File: config.mk
export PLATFORM = sky130hd
export DESIGN_NAME = ppfm_top
export DESIGN_NICKNAME = d
export VERILOG_FILES = /design/src/ppfm_sync.v /design/src/ppfm_pin.v /design/src/ppfm_top.v
export VERILOG_INCLUDE_DIRS = /design/src
export SDC_FILE = /design/constraint.sdc
export NUM_CORES = 1
export LEC_CHECK = 0
export BUFFER_PORTS_ARGS = -buffer_cell sky130_fd_sc_hd__buf_2
export CAP_MARGIN = 20
export CORE_MARGIN = 2
export CORE_UTILIZATION = 40
export DETAILED_ROUTE_END_ITERATION = 10
export PLACE_DENSITY = 0.73
export SLEW_MARGIN = 20
export SYNTH_ARGS = -nofsm -noshare
export SYNTH_HDL_FRONTEND = slang
export SYNTH_SLANG_ARGS = --single-unit
File: constraint.sdc
create_clock -name SYS_CLK -period 0.9 [get_ports SYS_CLK]
set_input_delay 0.135 -clock SYS_CLK [delete_from_list [all_inputs] [get_ports SYS_CLK]]
set_output_delay 0.135 -clock SYS_CLK [all_outputs]
set_load 0.01 [all_outputs]
File: src/ppfm_map.vh
`ifndef PPFM_MAP_VH
`define PPFM_MAP_VH
`define PPFM_PA_W 6
`define PPFM_PB_W 4
`define PPFM_PB_LO 4
`define PPFM_SEL_W 2
`define PPFM_SEL_GPIO 2'h0
`define PPFM_SEL_ALT1 2'h1
`define PPFM_SEL_ALT2 2'h2
`define PPFM_SEL_ALT3 2'h3
`define PPFM_PB_TCK 0
`define PPFM_PB_TDI 1
`define PPFM_PB_TMS 2
`define PPFM_PB_TDO 3
`define PPFM_TAP_EN_RST 1'h1
`define PPFM_DIR_RST 1'h0
`define PPFM_OUT_RST 1'h0
`endif

File: src/ppfm_sync.v
`timescale 1ns/1ps
`default_nettype none
module ppfm_sync (
    input wire clk,
    input wire rst,
    input wire d,
    output reg q
);
    reg s1_r;
    reg s2_r;
    reg s3_r;
    always @(posedge clk) begin
        if (rst) begin
            s1_r <= 1'b0;
            s2_r <= 1'b0;
            s3_r <= 1'b0;
            q <= 1'b0;
        end else begin
            s1_r <= d;
            s2_r <= s1_r;
            s3_r <= s2_r;
            if (s2_r == s3_r) begin
                q <= s3_r;
            end
        end
    end
endmodule
`default_nettype wire

File: src/ppfm_pin.v
`timescale 1ns/1ps
`default_nettype none
module ppfm_pin (
    input wire clk,
    input wire rst,
    input wire alt_en,
    input wire alt_out,
    input wire alt_oe,
    input wire gp_dir,
    input wire gp_out,
    input wire pu_en,
    input wire pad_in,
    output reg pad_out,
    output reg pad_oe,
    output reg pad_pu,
    output wire pin_level
);
    reg out_nxt;
    reg oe_nxt;
    ppfm_sync u_sync (
        .clk(clk),
        .rst(rst),
        .d(pad_in),
        .q(pin_level)
    );
    always @* begin
        out_nxt = gp_out;
        oe_nxt = gp_dir;
        if (alt_en) begin
            out_nxt = alt_out;
            oe_nxt = alt_oe;
        end
    end
    always @(posedge clk) begin
        if (rst) begin
            pad_out <= 1'b0;
            pad_oe <= 1'b0;
            pad_pu <= pu_en;
        end else begin
            pad_out <= out_nxt;
            pad_oe <= oe_nxt;
            pad_pu <= pu_en;
        end
    end
endmodule
`default_nettype wire

File: src/ppfm_top.v
`timescale 1ns/1ps
`default_nettype none
`include "ppfm_map.vh"
module ppfm_top (
    input wire SYS_CLK,
    input wire RST,
    input wire [5:0] PORT_A_DIRECTION,
    input wire [5:0] PORT_A_OUTPUT,
    output reg [5:0] PORT_A_INPUT,
    input wire [11:0] PORT_A_SEL,
    input wire [3:0] PORT_B_DIRECTION,
    input wire [3:0] PORT_B_OUTPUT,
    output reg [3:0] PORT_B_INPUT,
    input wire TAP_ENABLE_WR,
    input wire TAP_ENABLE_VAL,
    output wire SYSTEM_CONTROL_TAP,
    input wire TWOWIRE_B_EN,
    input wire [5:0] PA_PAD_IN,
    output wire [5:0] PA_PAD_OUT,
    output wire [5:0] PA_PAD_OE,
    input wire [3:0] PB_PAD_IN,
    output wire [3:0] PB_PAD_OUT,
    output wire [3:0] PB_PAD_OE,
    output wire [3:0] PB_PAD_PU,
    output wire SERIAL_RECEIVE_LINE,
    input wire SERIAL_TRANSMIT_LINE,
    input wire SPI_MISO_OUT,
    input wire SPI_MISO_OE,
    output wire SPI_MOSI_IN,
    output wire SPI_SCLK_IN,
    output wire SPI_SSEL_IN,
    input wire TWOWIRE_A_CLOCK_LOW,
    input wire TWOWIRE_A_DATA_LOW,
    output wire TWOWIRE_A_CLOCK,
    output wire TWOWIRE_A_DATA,
    input wire TWOWIRE_B_CLOCK_LOW,
    input wire TWOWIRE_B_DATA_LOW,
    output wire TWOWIRE_B_CLOCK,
    output wire TWOWIRE_B_DATA,
    input wire TIMER_B_CHANNEL_A_OUT,
    input wire TIMER_B_CHANNEL_A_OE,
    output wire TIMER_B_CHANNEL_A_IN,
    input wire TIMER_B_CHANNEL_B_OUT,
    input wire TIMER_B_CHANNEL_B_OE,
    output wire TIMER_B_CHANNEL_B_IN,
    output wire [5:0] EXT_IRQ_LINES,
    output wire TAP_TCK,
    output wire TAP_TDI,
    output wire TAP_TMS,
    input wire TAP_TDO,
    input wire TAP_SHIFT_IR,
    input wire TAP_SHIFT_DR
);
    reg tap_en_r;
    reg [5:0] a_alt_en;
    reg [5:0] a_alt_out;
    reg [5:0] a_alt_oe;
    reg [3:0] b_alt_en;
    reg [3:0] b_alt_out;
    reg [3:0] b_alt_oe;
    reg [3:0] b_pu;
    wire [5:0] a_lvl;
    wire [3:0] b_lvl;
    wire [1:0] s0 = PORT_A_SEL[1:0];
    wire [1:0] s1 = PORT_A_SEL[3:2];
    wire [1:0] s2 = PORT_A_SEL[5:4];
    wire [1:0] s3 = PORT_A_SEL[7:6];
    wire [1:0] s4 = PORT_A_SEL[9:8];
    wire [1:0] s5 = PORT_A_SEL[11:10];
    wire tap_shift = TAP_SHIFT_IR | TAP_SHIFT_DR;
    wire tw_b = ~tap_en_r & TWOWIRE_B_EN;

    always @(posedge SYS_CLK) begin
        if (RST) begin
            tap_en_r <= `PPFM_TAP_EN_RST;
        end else if (TAP_ENABLE_WR) begin
            tap_en_r <= TAP_ENABLE_VAL;
        end
    end
    assign SYSTEM_CONTROL_TAP = tap_en_r;

    // Port A alternate steering; select 0 keeps general I/O
    always @* begin
        a_alt_en = 6'h00;
        a_alt_out = 6'h00;
        a_alt_oe = 6'h00;
        // Pin 0: receive and MOSI are inputs only
        a_alt_en[0] = (s0 != `PPFM_SEL_GPIO);
        // Pin 1: transmit or MISO drive
        a_alt_en[1] = (s1 != `PPFM_SEL_GPIO);
        if (s1 == `PPFM_SEL_ALT1) begin
            a_alt_out[1] = SERIAL_TRANSMIT_LINE;
            a_alt_oe[1] = 1'b1;
        end else if (s1 == `PPFM_SEL_ALT2) begin
            a_alt_out[1] = SPI_MISO_OUT;
            a_alt_oe[1] = SPI_MISO_OE;
        end
        // Pin 2 and 3: two-wire open drain
        a_alt_en[2] = (s2 != `PPFM_SEL_GPIO);
        if (s2 == `PPFM_SEL_ALT1) begin
            a_alt_oe[2] = TWOWIRE_A_CLOCK_LOW;
        end
        a_alt_en[3] = (s3 != `PPFM_SEL_GPIO);
        if (s3 == `PPFM_SEL_ALT1) begin
            a_alt_oe[3] = TWOWIRE_A_DATA_LOW;
        end
        // Pin 4 and 5: timer B channels
        a_alt_en[4] = (s4 != `PPFM_SEL_GPIO);
        if (s4 == `PPFM_SEL_ALT1) begin
            a_alt_out[4] = TIMER_B_CHANNEL_A_OUT;
            a_alt_oe[4] = TIMER_B_CHANNEL_A_OE;
        end
        a_alt_en[5] = (s5 != `PPFM_SEL_GPIO);
        if (s5 == `PPFM_SEL_ALT1) begin
            a_alt_out[5] = TIMER_B_CHANNEL_B_OUT;
            a_alt_oe[5] = TIMER_B_CHANNEL_B_OE;
        end
    end

    // Port B: test port first, then two-wire B, then general I/O
    always @* begin
        b_alt_en = 4'h0;
        b_alt_out = 4'h0;
        b_alt_oe = 4'h0;
        b_pu = 4'h0;
        if (tap_en_r | RST) begin
            b_alt_en = 4'hf;
            b_pu = 4'hf;
            b_alt_out[`PPFM_PB_TDO] = TAP_TDO;
            b_alt_oe[`PPFM_PB_TDO] = tap_shift;
        end else if (tw_b) begin
            b_alt_en[`PPFM_PB_TCK] = 1'b1;
            b_alt_en[`PPFM_PB_TDI] = 1'b1;
            b_alt_oe[`PPFM_PB_TCK] = TWOWIRE_B_CLOCK_LOW;
            b_alt_oe[`PPFM_PB_TDI] = TWOWIRE_B_DATA_LOW;
        end
    end

    // Registered pad drive avoids glitches on mode change
    ppfm_pin u_pa0 (
        .clk(SYS_CLK), .rst(RST),
        .alt_en(a_alt_en[0]),
        .alt_out(a_alt_out[0]),
        .alt_oe(a_alt_oe[0]),
        .gp_dir(PORT_A_DIRECTION[0]),
        .gp_out(PORT_A_OUTPUT[0]),
        .pu_en(1'b0),
        .pad_in(PA_PAD_IN[0]),
        .pad_out(PA_PAD_OUT[0]),
        .pad_oe(PA_PAD_OE[0]),
        .pad_pu(),
        .pin_level(a_lvl[0])
    );
    ppfm_pin u_pa1 (
        .clk(SYS_CLK), .rst(RST),
        .alt_en(a_alt_en[1]),
        .alt_out(a_alt_out[1]),
        .alt_oe(a_alt_oe[1]),
        .gp_dir(PORT_A_DIRECTION[1]),
        .gp_out(PORT_A_OUTPUT[1]),
        .pu_en(1'b0),
        .pad_in(PA_PAD_IN[1]),
        .pad_out(PA_PAD_OUT[1]),
        .pad_oe(PA_PAD_OE[1]),
        .pad_pu(),
        .pin_level(a_lvl[1])
    );
    ppfm_pin u_pa2 (
        .clk(SYS_CLK), .rst(RST),
        .alt_en(a_alt_en[2]),
        .alt_out(a_alt_out[2]),
        .alt_oe(a_alt_oe[2]),
        .gp_dir(PORT_A_DIRECTION[2]),
        .gp_out(PORT_A_OUTPUT[2]),
        .pu_en(1'b0),
        .pad_in(PA_PAD_IN[2]),
        .pad_out(PA_PAD_OUT[2]),
        .pad_oe(PA_PAD_OE[2]),
        .pad_pu(),
        .pin_level(a_lvl[2])
    );
    ppfm_pin u_pa3 (
        .clk(SYS_CLK), .rst(RST),
        .alt_en(a_alt_en[3]),
        .alt_out(a_alt_out[3]),
        .alt_oe(a_alt_oe[3]),
        .gp_dir(PORT_A_DIRECTION[3]),
        .gp_out(PORT_A_OUTPUT[3]),
        .pu_en(1'b0),
        .pad_in(PA_PAD_IN[3]),
        .pad_out(PA_PAD_OUT[3]),
        .pad_oe(PA_PAD_OE[3]),
        .pad_pu(),
        .pin_level(a_lvl[3])
    );
    ppfm_pin u_pa4 (
        .clk(SYS_CLK), .rst(RST),
        .alt_en(a_alt_en[4]),
        .alt_out(a_alt_out[4]),
        .alt_oe(a_alt_oe[4]),
        .gp_dir(PORT_A_DIRECTION[4]),
        .gp_out(PORT_A_OUTPUT[4]),
        .pu_en(1'b0),
        .pad_in(PA_PAD_IN[4]),
        .pad_out(PA_PAD_OUT[4]),
        .pad_oe(PA_PAD_OE[4]),
        .pad_pu(),
        .pin_level(a_lvl[4])
    );
    ppfm_pin u_pa5 (
        .clk(SYS_CLK), .rst(RST),
        .alt_en(a_alt_en[5]),
        .alt_out(a_alt_out[5]),
        .alt_oe(a_alt_oe[5]),
        .gp_dir(PORT_A_DIRECTION[5]),
        .gp_out(PORT_A_OUTPUT[5]),
        .pu_en(1'b0),
        .pad_in(PA_PAD_IN[5]),
        .pad_out(PA_PAD_OUT[5]),
        .pad_oe(PA_PAD_OE[5]),
        .pad_pu(),
        .pin_level(a_lvl[5])
    );
    ppfm_pin u_pb0 (
        .clk(SYS_CLK), .rst(RST),
        .alt_en(b_alt_en[0]),
        .alt_out(b_alt_out[0]),
        .alt_oe(b_alt_oe[0]),
        .gp_dir(PORT_B_DIRECTION[0]),
        .gp_out(PORT_B_OUTPUT[0]),
        .pu_en(b_pu[0]),
        .pad_in(PB_PAD_IN[0]),
        .pad_out(PB_PAD_OUT[0]),
        .pad_oe(PB_PAD_OE[0]),
        .pad_pu(PB_PAD_PU[0]),
        .pin_level(b_lvl[0])
    );
    ppfm_pin u_pb1 (
        .clk(SYS_CLK), .rst(RST),
        .alt_en(b_alt_en[1]),
        .alt_out(b_alt_out[1]),
        .alt_oe(b_alt_oe[1]),
        .gp_dir(PORT_B_DIRECTION[1]),
        .gp_out(PORT_B_OUTPUT[1]),
        .pu_en(b_pu[1]),
        .pad_in(PB_PAD_IN[1]),
        .pad_out(PB_PAD_OUT[1]),
        .pad_oe(PB_PAD_OE[1]),
        .pad_pu(PB_PAD_PU[1]),
        .pin_level(b_lvl[1])
    );
    ppfm_pin u_pb2 (
        .clk(SYS_CLK), .rst(RST),
        .alt_en(b_alt_en[2]),
        .alt_out(b_alt_out[2]),
        .alt_oe(b_alt_oe[2]),
        .gp_dir(PORT_B_DIRECTION[2]),
        .gp_out(PORT_B_OUTPUT[2]),
        .pu_en(b_pu[2]),
        .pad_in(PB_PAD_IN[2]),
        .pad_out(PB_PAD_OUT[2]),
        .pad_oe(PB_PAD_OE[2]),
        .pad_pu(PB_PAD_PU[2]),
        .pin_level(b_lvl[2])
    );
    ppfm_pin u_pb3 (
        .clk(SYS_CLK), .rst(RST),
        .alt_en(b_alt_en[3]),
        .alt_out(b_alt_out[3]),
        .alt_oe(b_alt_oe[3]),
        .gp_dir(PORT_B_DIRECTION[3]),
        .gp_out(PORT_B_OUTPUT[3]),
        .pu_en(b_pu[3]),
        .pad_in(PB_PAD_IN[3]),
        .pad_out(PB_PAD_OUT[3]),
        .pad_oe(PB_PAD_OE[3]),
        .pad_pu(PB_PAD_PU[3]),
        .pin_level(b_lvl[3])
    );

    always @(posedge SYS_CLK) begin
        if (RST) begin
            PORT_A_INPUT <= 6'h00;
            PORT_B_INPUT <= 4'h0;
        end else begin
            PORT_A_INPUT <= a_lvl;
            PORT_B_INPUT <= b_lvl;
        end
    end

    // Serial receive, SPI select, two-wire, TDI and TMS inputs idle high when their pin is not selected; MOSI, SCLK, timer, irq and TCK idle low
    assign SERIAL_RECEIVE_LINE = (s0 == `PPFM_SEL_ALT1) ? a_lvl[0] : 1'b1;
    assign SPI_MOSI_IN = (s0 == `PPFM_SEL_ALT2) ? a_lvl[0] : 1'b0;
    assign SPI_SCLK_IN = (s2 == `PPFM_SEL_ALT2) ? a_lvl[2] : 1'b0;
    assign SPI_SSEL_IN = (s3 == `PPFM_SEL_ALT2) ? a_lvl[3] : 1'b1;
    assign TWOWIRE_A_CLOCK = (s2 == `PPFM_SEL_ALT1) ? a_lvl[2] : 1'b1;
    assign TWOWIRE_A_DATA = (s3 == `PPFM_SEL_ALT1) ? a_lvl[3] : 1'b1;
    assign TIMER_B_CHANNEL_A_IN = (s4 == `PPFM_SEL_ALT1) ? a_lvl[4] : 1'b0;
    assign TIMER_B_CHANNEL_B_IN = (s5 == `PPFM_SEL_ALT1) ? a_lvl[5] : 1'b0;
    assign EXT_IRQ_LINES[0] = (s0 == `PPFM_SEL_ALT3) & a_lvl[0];
    assign EXT_IRQ_LINES[1] = (s1 == `PPFM_SEL_ALT3) & a_lvl[1];
    assign EXT_IRQ_LINES[2] = (s2 == `PPFM_SEL_ALT3) & a_lvl[2];
    assign EXT_IRQ_LINES[3] = (s3 == `PPFM_SEL_ALT3) & a_lvl[3];
    assign EXT_IRQ_LINES[4] = (s4 != `PPFM_SEL_GPIO) &
                              (s4 != `PPFM_SEL_ALT1) & a_lvl[4];
    assign EXT_IRQ_LINES[5] = (s5 != `PPFM_SEL_GPIO) &
                              (s5 != `PPFM_SEL_ALT1) & a_lvl[5];
    assign TWOWIRE_B_CLOCK = tw_b ? b_lvl[`PPFM_PB_TCK] : 1'b1;
    assign TWOWIRE_B_DATA = tw_b ? b_lvl[`PPFM_PB_TDI] : 1'b1;
    assign TAP_TCK = tap_en_r ? b_lvl[`PPFM_PB_TCK] : 1'b0;
    assign TAP_TDI = tap_en_r ? b_lvl[`PPFM_PB_TDI] : 1'b1;
    assign TAP_TMS = tap_en_r ? b_lvl[`PPFM_PB_TMS] : 1'b1;
endmodule
`default_nettype wire

# ---- Yosys cells after proc, flatten, opt, wreduce, memory -nomap -nowiden
# Cells that the tools add are included.
dict set report classes {
  n_eq_ne 26
  reduce_logical 12
  mux 43
  n_bitwise 12
}
# operator count
set op_table {}
lappend op_table {{$mux 1} 37}
lappend op_table {{$eq 2x2->1 const B} 8}
lappend op_table {{$eq 2x1->1 const B} 6}
lappend op_table {{$reduce_bool 2->1} 6}
lappend op_table {{$reduce_or 2->1} 6}
lappend op_table {{$eq 1x1->1} 10}
lappend op_table {{$mux 2} 5}
lappend op_table {{$and 1x1->1} 9}
lappend op_table {{$mux 4} 1}
lappend op_table {{$ne 2x1->1 const B} 2}
lappend op_table {{$or 1x1->1} 2}
lappend op_table {{$not 1->1} 1}
dict set report word_totals {
  output_inout_bits 54
  ff_bits 75
  wordCells 160
  input_bits 61
}

# ---- Logic depth before layout (Yosys ltp)
dict set report depth {
  word_depth 5
  depth_mapped 4
  ltp_nobuf 3
}

# ---- Hierarchy
# A second synthesis with hierarchy kept.
dict set report unflattened {
  hier_cells 244
  area_unflattened_um2 2615.0
}
# mod seq_area_each_um2 cells_each area_per_inst_um2 n_inst
set modules_own_cells {}
lappend modules_own_cells {ppfm_sync 80.1 10 112.6 10}
lappend modules_own_cells {ppfm_pin 60.1 7 87.6 10}
lappend modules_own_cells {ppfm_top 220.2 74 613.1 1}

# ---- Least setup slack after synthesis
# No wires, ideal clock.
dict set report synth_path {
  path_type {reg-to-output}
  startpoint {register tap_en_r, in the netlist SYSTEM_CONTROL_TAP}
  endpoint {output port TWOWIRE_B_CLOCK}
  path_slack_ns -0.192
  n_path_buf 1
  required_time_ns 0.765
  t_arrival_ns 0.957
  path_stages_with_launch 3
  path_cell_list {dfxtp_1 buf_6 or3b_2}
}
dict set report synth_via {
  elab_chain_len 3
}
# item line_no
set synth_rtl {}
lappend synth_rtl {{from (decl)} ppfm_top.v:54} ;# reg tap_en_r;
lappend synth_rtl {{from (signal assigned)} ppfm_top.v:75} ;# tap_en_r <= `PPFM_TAP_EN_RST;
lappend synth_rtl {{$not 1->1} ppfm_top.v:71} ;# wire tw_b = ~tap_en_r & TWOWIRE_B_EN;
lappend synth_rtl {{$and 1x1->1} ppfm_top.v:71}
lappend synth_rtl {{$mux 1} ppfm_top.v:308} ;# assign TWOWIRE_B_CLOCK = tw_b ? b_lvl[`PPFM_PB_TCK] : 1'b1;
lappend synth_rtl {{to (decl)} ppfm_top.v:38} ;# output wire TWOWIRE_B_CLOCK,
# Every way passes these cells.

# ---- Final worst setup path
# Same ends and word-level chain as after synthesis.

==> summary.md <==
- **portion of the post-synthesis area used by sequential elements** 57.77%
- **post-DR vias/cell** 4.421
- **final critical-path share of the clock period** 147.2%
- **cell at the root of the clock tree** sky130_fd_sc_hd__clkbuf_8
- **Clock Path Buffers** 2
- **total leakage power** 1.684 nW
- **clk slew on worst S/H paths** 0.07 ns
- **kind of capture point of the worst setup path** output port
- **HP Class** input pin to flop
- **Die Footprint** 6885 sq um
- **residual overflow from global routing** 0
- **Die Wd** 82.98 microns
- **fmax** 754.6 MHz
- **insertion delay of the later-clocked pin in the worst-skew pair** 0.34 ns
- **area share of the largest cell type after synthesis** 57.77%
- **count of warnings emitted by yosys** 0
- **commonest non-fill, non-tap cell in the layout** sky130_fd_sc_hd__buf_2
- **result of the run** complete, but fails checks
- **number of standard-cell rows in the floorplan** 28
- **Max rail drop VDD** 755.3 uV
- **fin nets** 424
- **post-synth top area cell** sky130_fd_sc_hd__dfxtp_1
- **unrepaired setup endpoints after global routing** true
- **initial antenna violation count** 0
- **leading post-synthesis cells by cell area** sky130_fd_sc_hd__dfxtp_1 (58%), sky130_fd_sc_hd__nor2b_1 (11%), sky130_fd_sc_hd__buf_4 (7.2%)
- **Global Route Usage Sum** 14.48%
- **ordered list of cells on the worst path** or3b_4 -> buf_6
- **HPWL after DPL** 3337 microns
- **cell with the biggest individual delay on the critical path** sky130_fd_sc_hd__or3b_4
- **maximum number of pins on one net before global-route repair** 37
- **arrival time of data at the critical path endpoint** 1.19 ns
- **First-pass DRT Iterations** 4
- **Placeable Area** 5991 sq um
- **distinct cell type count after synthesis** 23
- **drt first-iter violations** 64
- **I/O Buffers** 114
- **I/O pin count** 115
- **via count** 1954
- **TritonCTS clock tree** yes
- **Max Transition Viols Final** 0
- **share of layout cells above drive strength 1** 52.86%
- **Power per Cell Area** 1646 nW/um^2
- **netlist area before placement** 2495 sq um
- **Final min period** 1.325 ns
- **initial standard-cell utilization of the core** 41.65%
- **max FFs per register** 6
- **height of the die** 82.98 microns
- **antenna cell count** 0
- **wire length of the first global-routing pass** 8010 microns
- **Worst path max stage delay** 0.37 ns
- **via count of the first global-routing pass** 1883
- **# clock sinks** 72
- **worst path setup slack after routing** -0.4252 ns
- **final WL** 4987 microns
- **count of antenna-violating nets left after detailed routing** 0
- **number of hold violations in the final report** 0
- **total of max-cap violations** 0
- **synthesized netlist cell count** 240
- **total clock buffers created by CTS** 9
- **normalized max-slew margin** 84.50%
- **# placed instances** 411
- **launching element type of the critical path** flop
- **mean area per synthesized cell** 10.40 sq um
- **routability cong.** 0.7472
- **Area growth, synth to finish** 45.69%
- **failing checks** setup timing
- **top register by number of flip-flops** PORT_A_INPUT
- **CTS H-Tree Depth** 3
- **registers with the highest flip-flop counts** PORT_A_INPUT: 6 flops, PORT_B_INPUT: 4 flops
- **top fanout value on the critical path** 4
- **number of endpoints failing setup at the final stage** 36
- **commonest cells after routing, fill and taps aside** sky130_fd_sc_hd__buf_2 (88), sky130_fd_sc_hd__dfxtp_1 (53), sky130_fd_sc_hd__nor2b_1 (42)
- **post-route insts no fill** 442
- **count of flip-flops with a built-in enable after synthesis** 0
- **routed wire length per instance** 11.28 microns
- **worst setup timing slack at the placement stage** -0.08474 ns
- **fraction of registers with async set or reset after synthesis** 0%
- **total nets after synthesis** 301
- **number of design rule violations left after detail routing** 0
- **Worst-Margin Slew** 0.2293 ns
- **CP required** 0.76 ns
- **Top FF cell, synth** sky130_fd_sc_hd__dfxtp_1
- **final worst clock skew** 0.007598 ns
- **startpoint-to-endpoint class of the critical path** flop to output port
- **number of synthesized register bits** 72
## routing by layer
metal / track usage (%) / vias up / wire length (microns)
met5: 0 / - / 0
met4: 7.601 / 0 / 111
met3: 4.970 / 11 / 316
met2: 25.22 / 67 / 2592
met1: 15.38 / 872 / 1966
li1: - / 1004 / -
## metrics by stage
stage / hold slack, ns / util (%) / total power, W / instance area (sq um) / setup TNS, ns
finish: 0.008885 / 60.67 / 0.005982 / 3635 / -5.780
global route: 0.0008710 / 60.67 / 0.006261 / 3635 / -8.165
CTS: 0.0008975 / 58.21 / 0.006030 / 3487 / -6.225
detailed placement: 0.3396 / 51.04 / 0.003889 / 3058 / -0.2513
global placement: 0.3411 / 51.04 / 0.003874 / 3058 / -0.2135
floorplan: 0.2045 / - / 0.003670 / 2506 / -0.3520
## power breakdown
| part | leakage (nW) | switching, W | total, W | internal, W |
|---|---|---|---|---|
| combinational | 1.01 | 0.000245 | 0.000591 | 0.000346 |
| sequential | 0.597 | 0.0000388 | 0.00332 | 0.00328 |
| clock | 0.0789 | 0.00110 | 0.00207 | 0.000971 |
## critical path: cells and delay by family, from the launching register on
family / cells / cell delay (ns)
simple gates: 1 / 0.37
buf+inv: 1 / 0.13
flops: 1 / 0.36
## cells by family after synthesis
kind of cell    Yosys count  share of synthesized area, %
compound gates           25                         5.567
buf+inv                  35                         9.829
flops                    72                         57.77
simple gates             99                         23.22
mux                       9                         3.611
## synthesized netlist by cell type, types with 5 or more instances
cell                       number
sky130_fd_sc_hd__clkbuf_1       5
sky130_fd_sc_hd__a21oi_1       10
sky130_fd_sc_hd__nor2b_1       42
sky130_fd_sc_hd__nor2_1        11
sky130_fd_sc_hd__nand2_1       14
sky130_fd_sc_hd__mux2i_1        9
sky130_fd_sc_hd__dfxtp_1       72
sky130_fd_sc_hd__o21ai_0       10
sky130_fd_sc_hd__buf_4         24
sky130_fd_sc_hd__nor3_1         8
sky130_fd_sc_hd__and2_1         5
## path summary, 6_finish.rpt
path                                    startpoint            endpoint  slack (ns)  depth (start not counted)
worst max-delay path            SYSTEM_CONTROL_TAP     TWOWIRE_B_CLOCK       -0.43                          2
worst min-delay path                  PB_PAD_IN[3]   u_pb3.u_sync.s1_r       0.009                          2
worst min register to register   u_pa5.u_sync.s1_r   u_pa5.u_sync.s2_r        0.44                          1
worst max register to register  SYSTEM_CONTROL_TAP  SYSTEM_CONTROL_TAP       -0.15                          4
## final cells by class
| cell class | count | area [sq um] |
|---|---|---|
| multi-input combinational | 133 | 895.9 |
| fill | 502 | 2356 |
| clock buffer | 11 | 131.4 |
| inverter | 2 | 7.507 |
| timing repair buffer | 145 | 1013 |
| tap | 75 | 93.84 |
| clock inverter | 4 | 22.52 |
| sequential | 72 | 1470 |
## timing repair
action	in CTS	in global routing
hold endpoints to repair	9	0
gates resized for setup	37	37
pin swaps	9	4
hold buffers	8	0
setup buffers	7	2
setup endpoints to repair	55	66
Note: power is estimated with default switching activity, not from simulation.
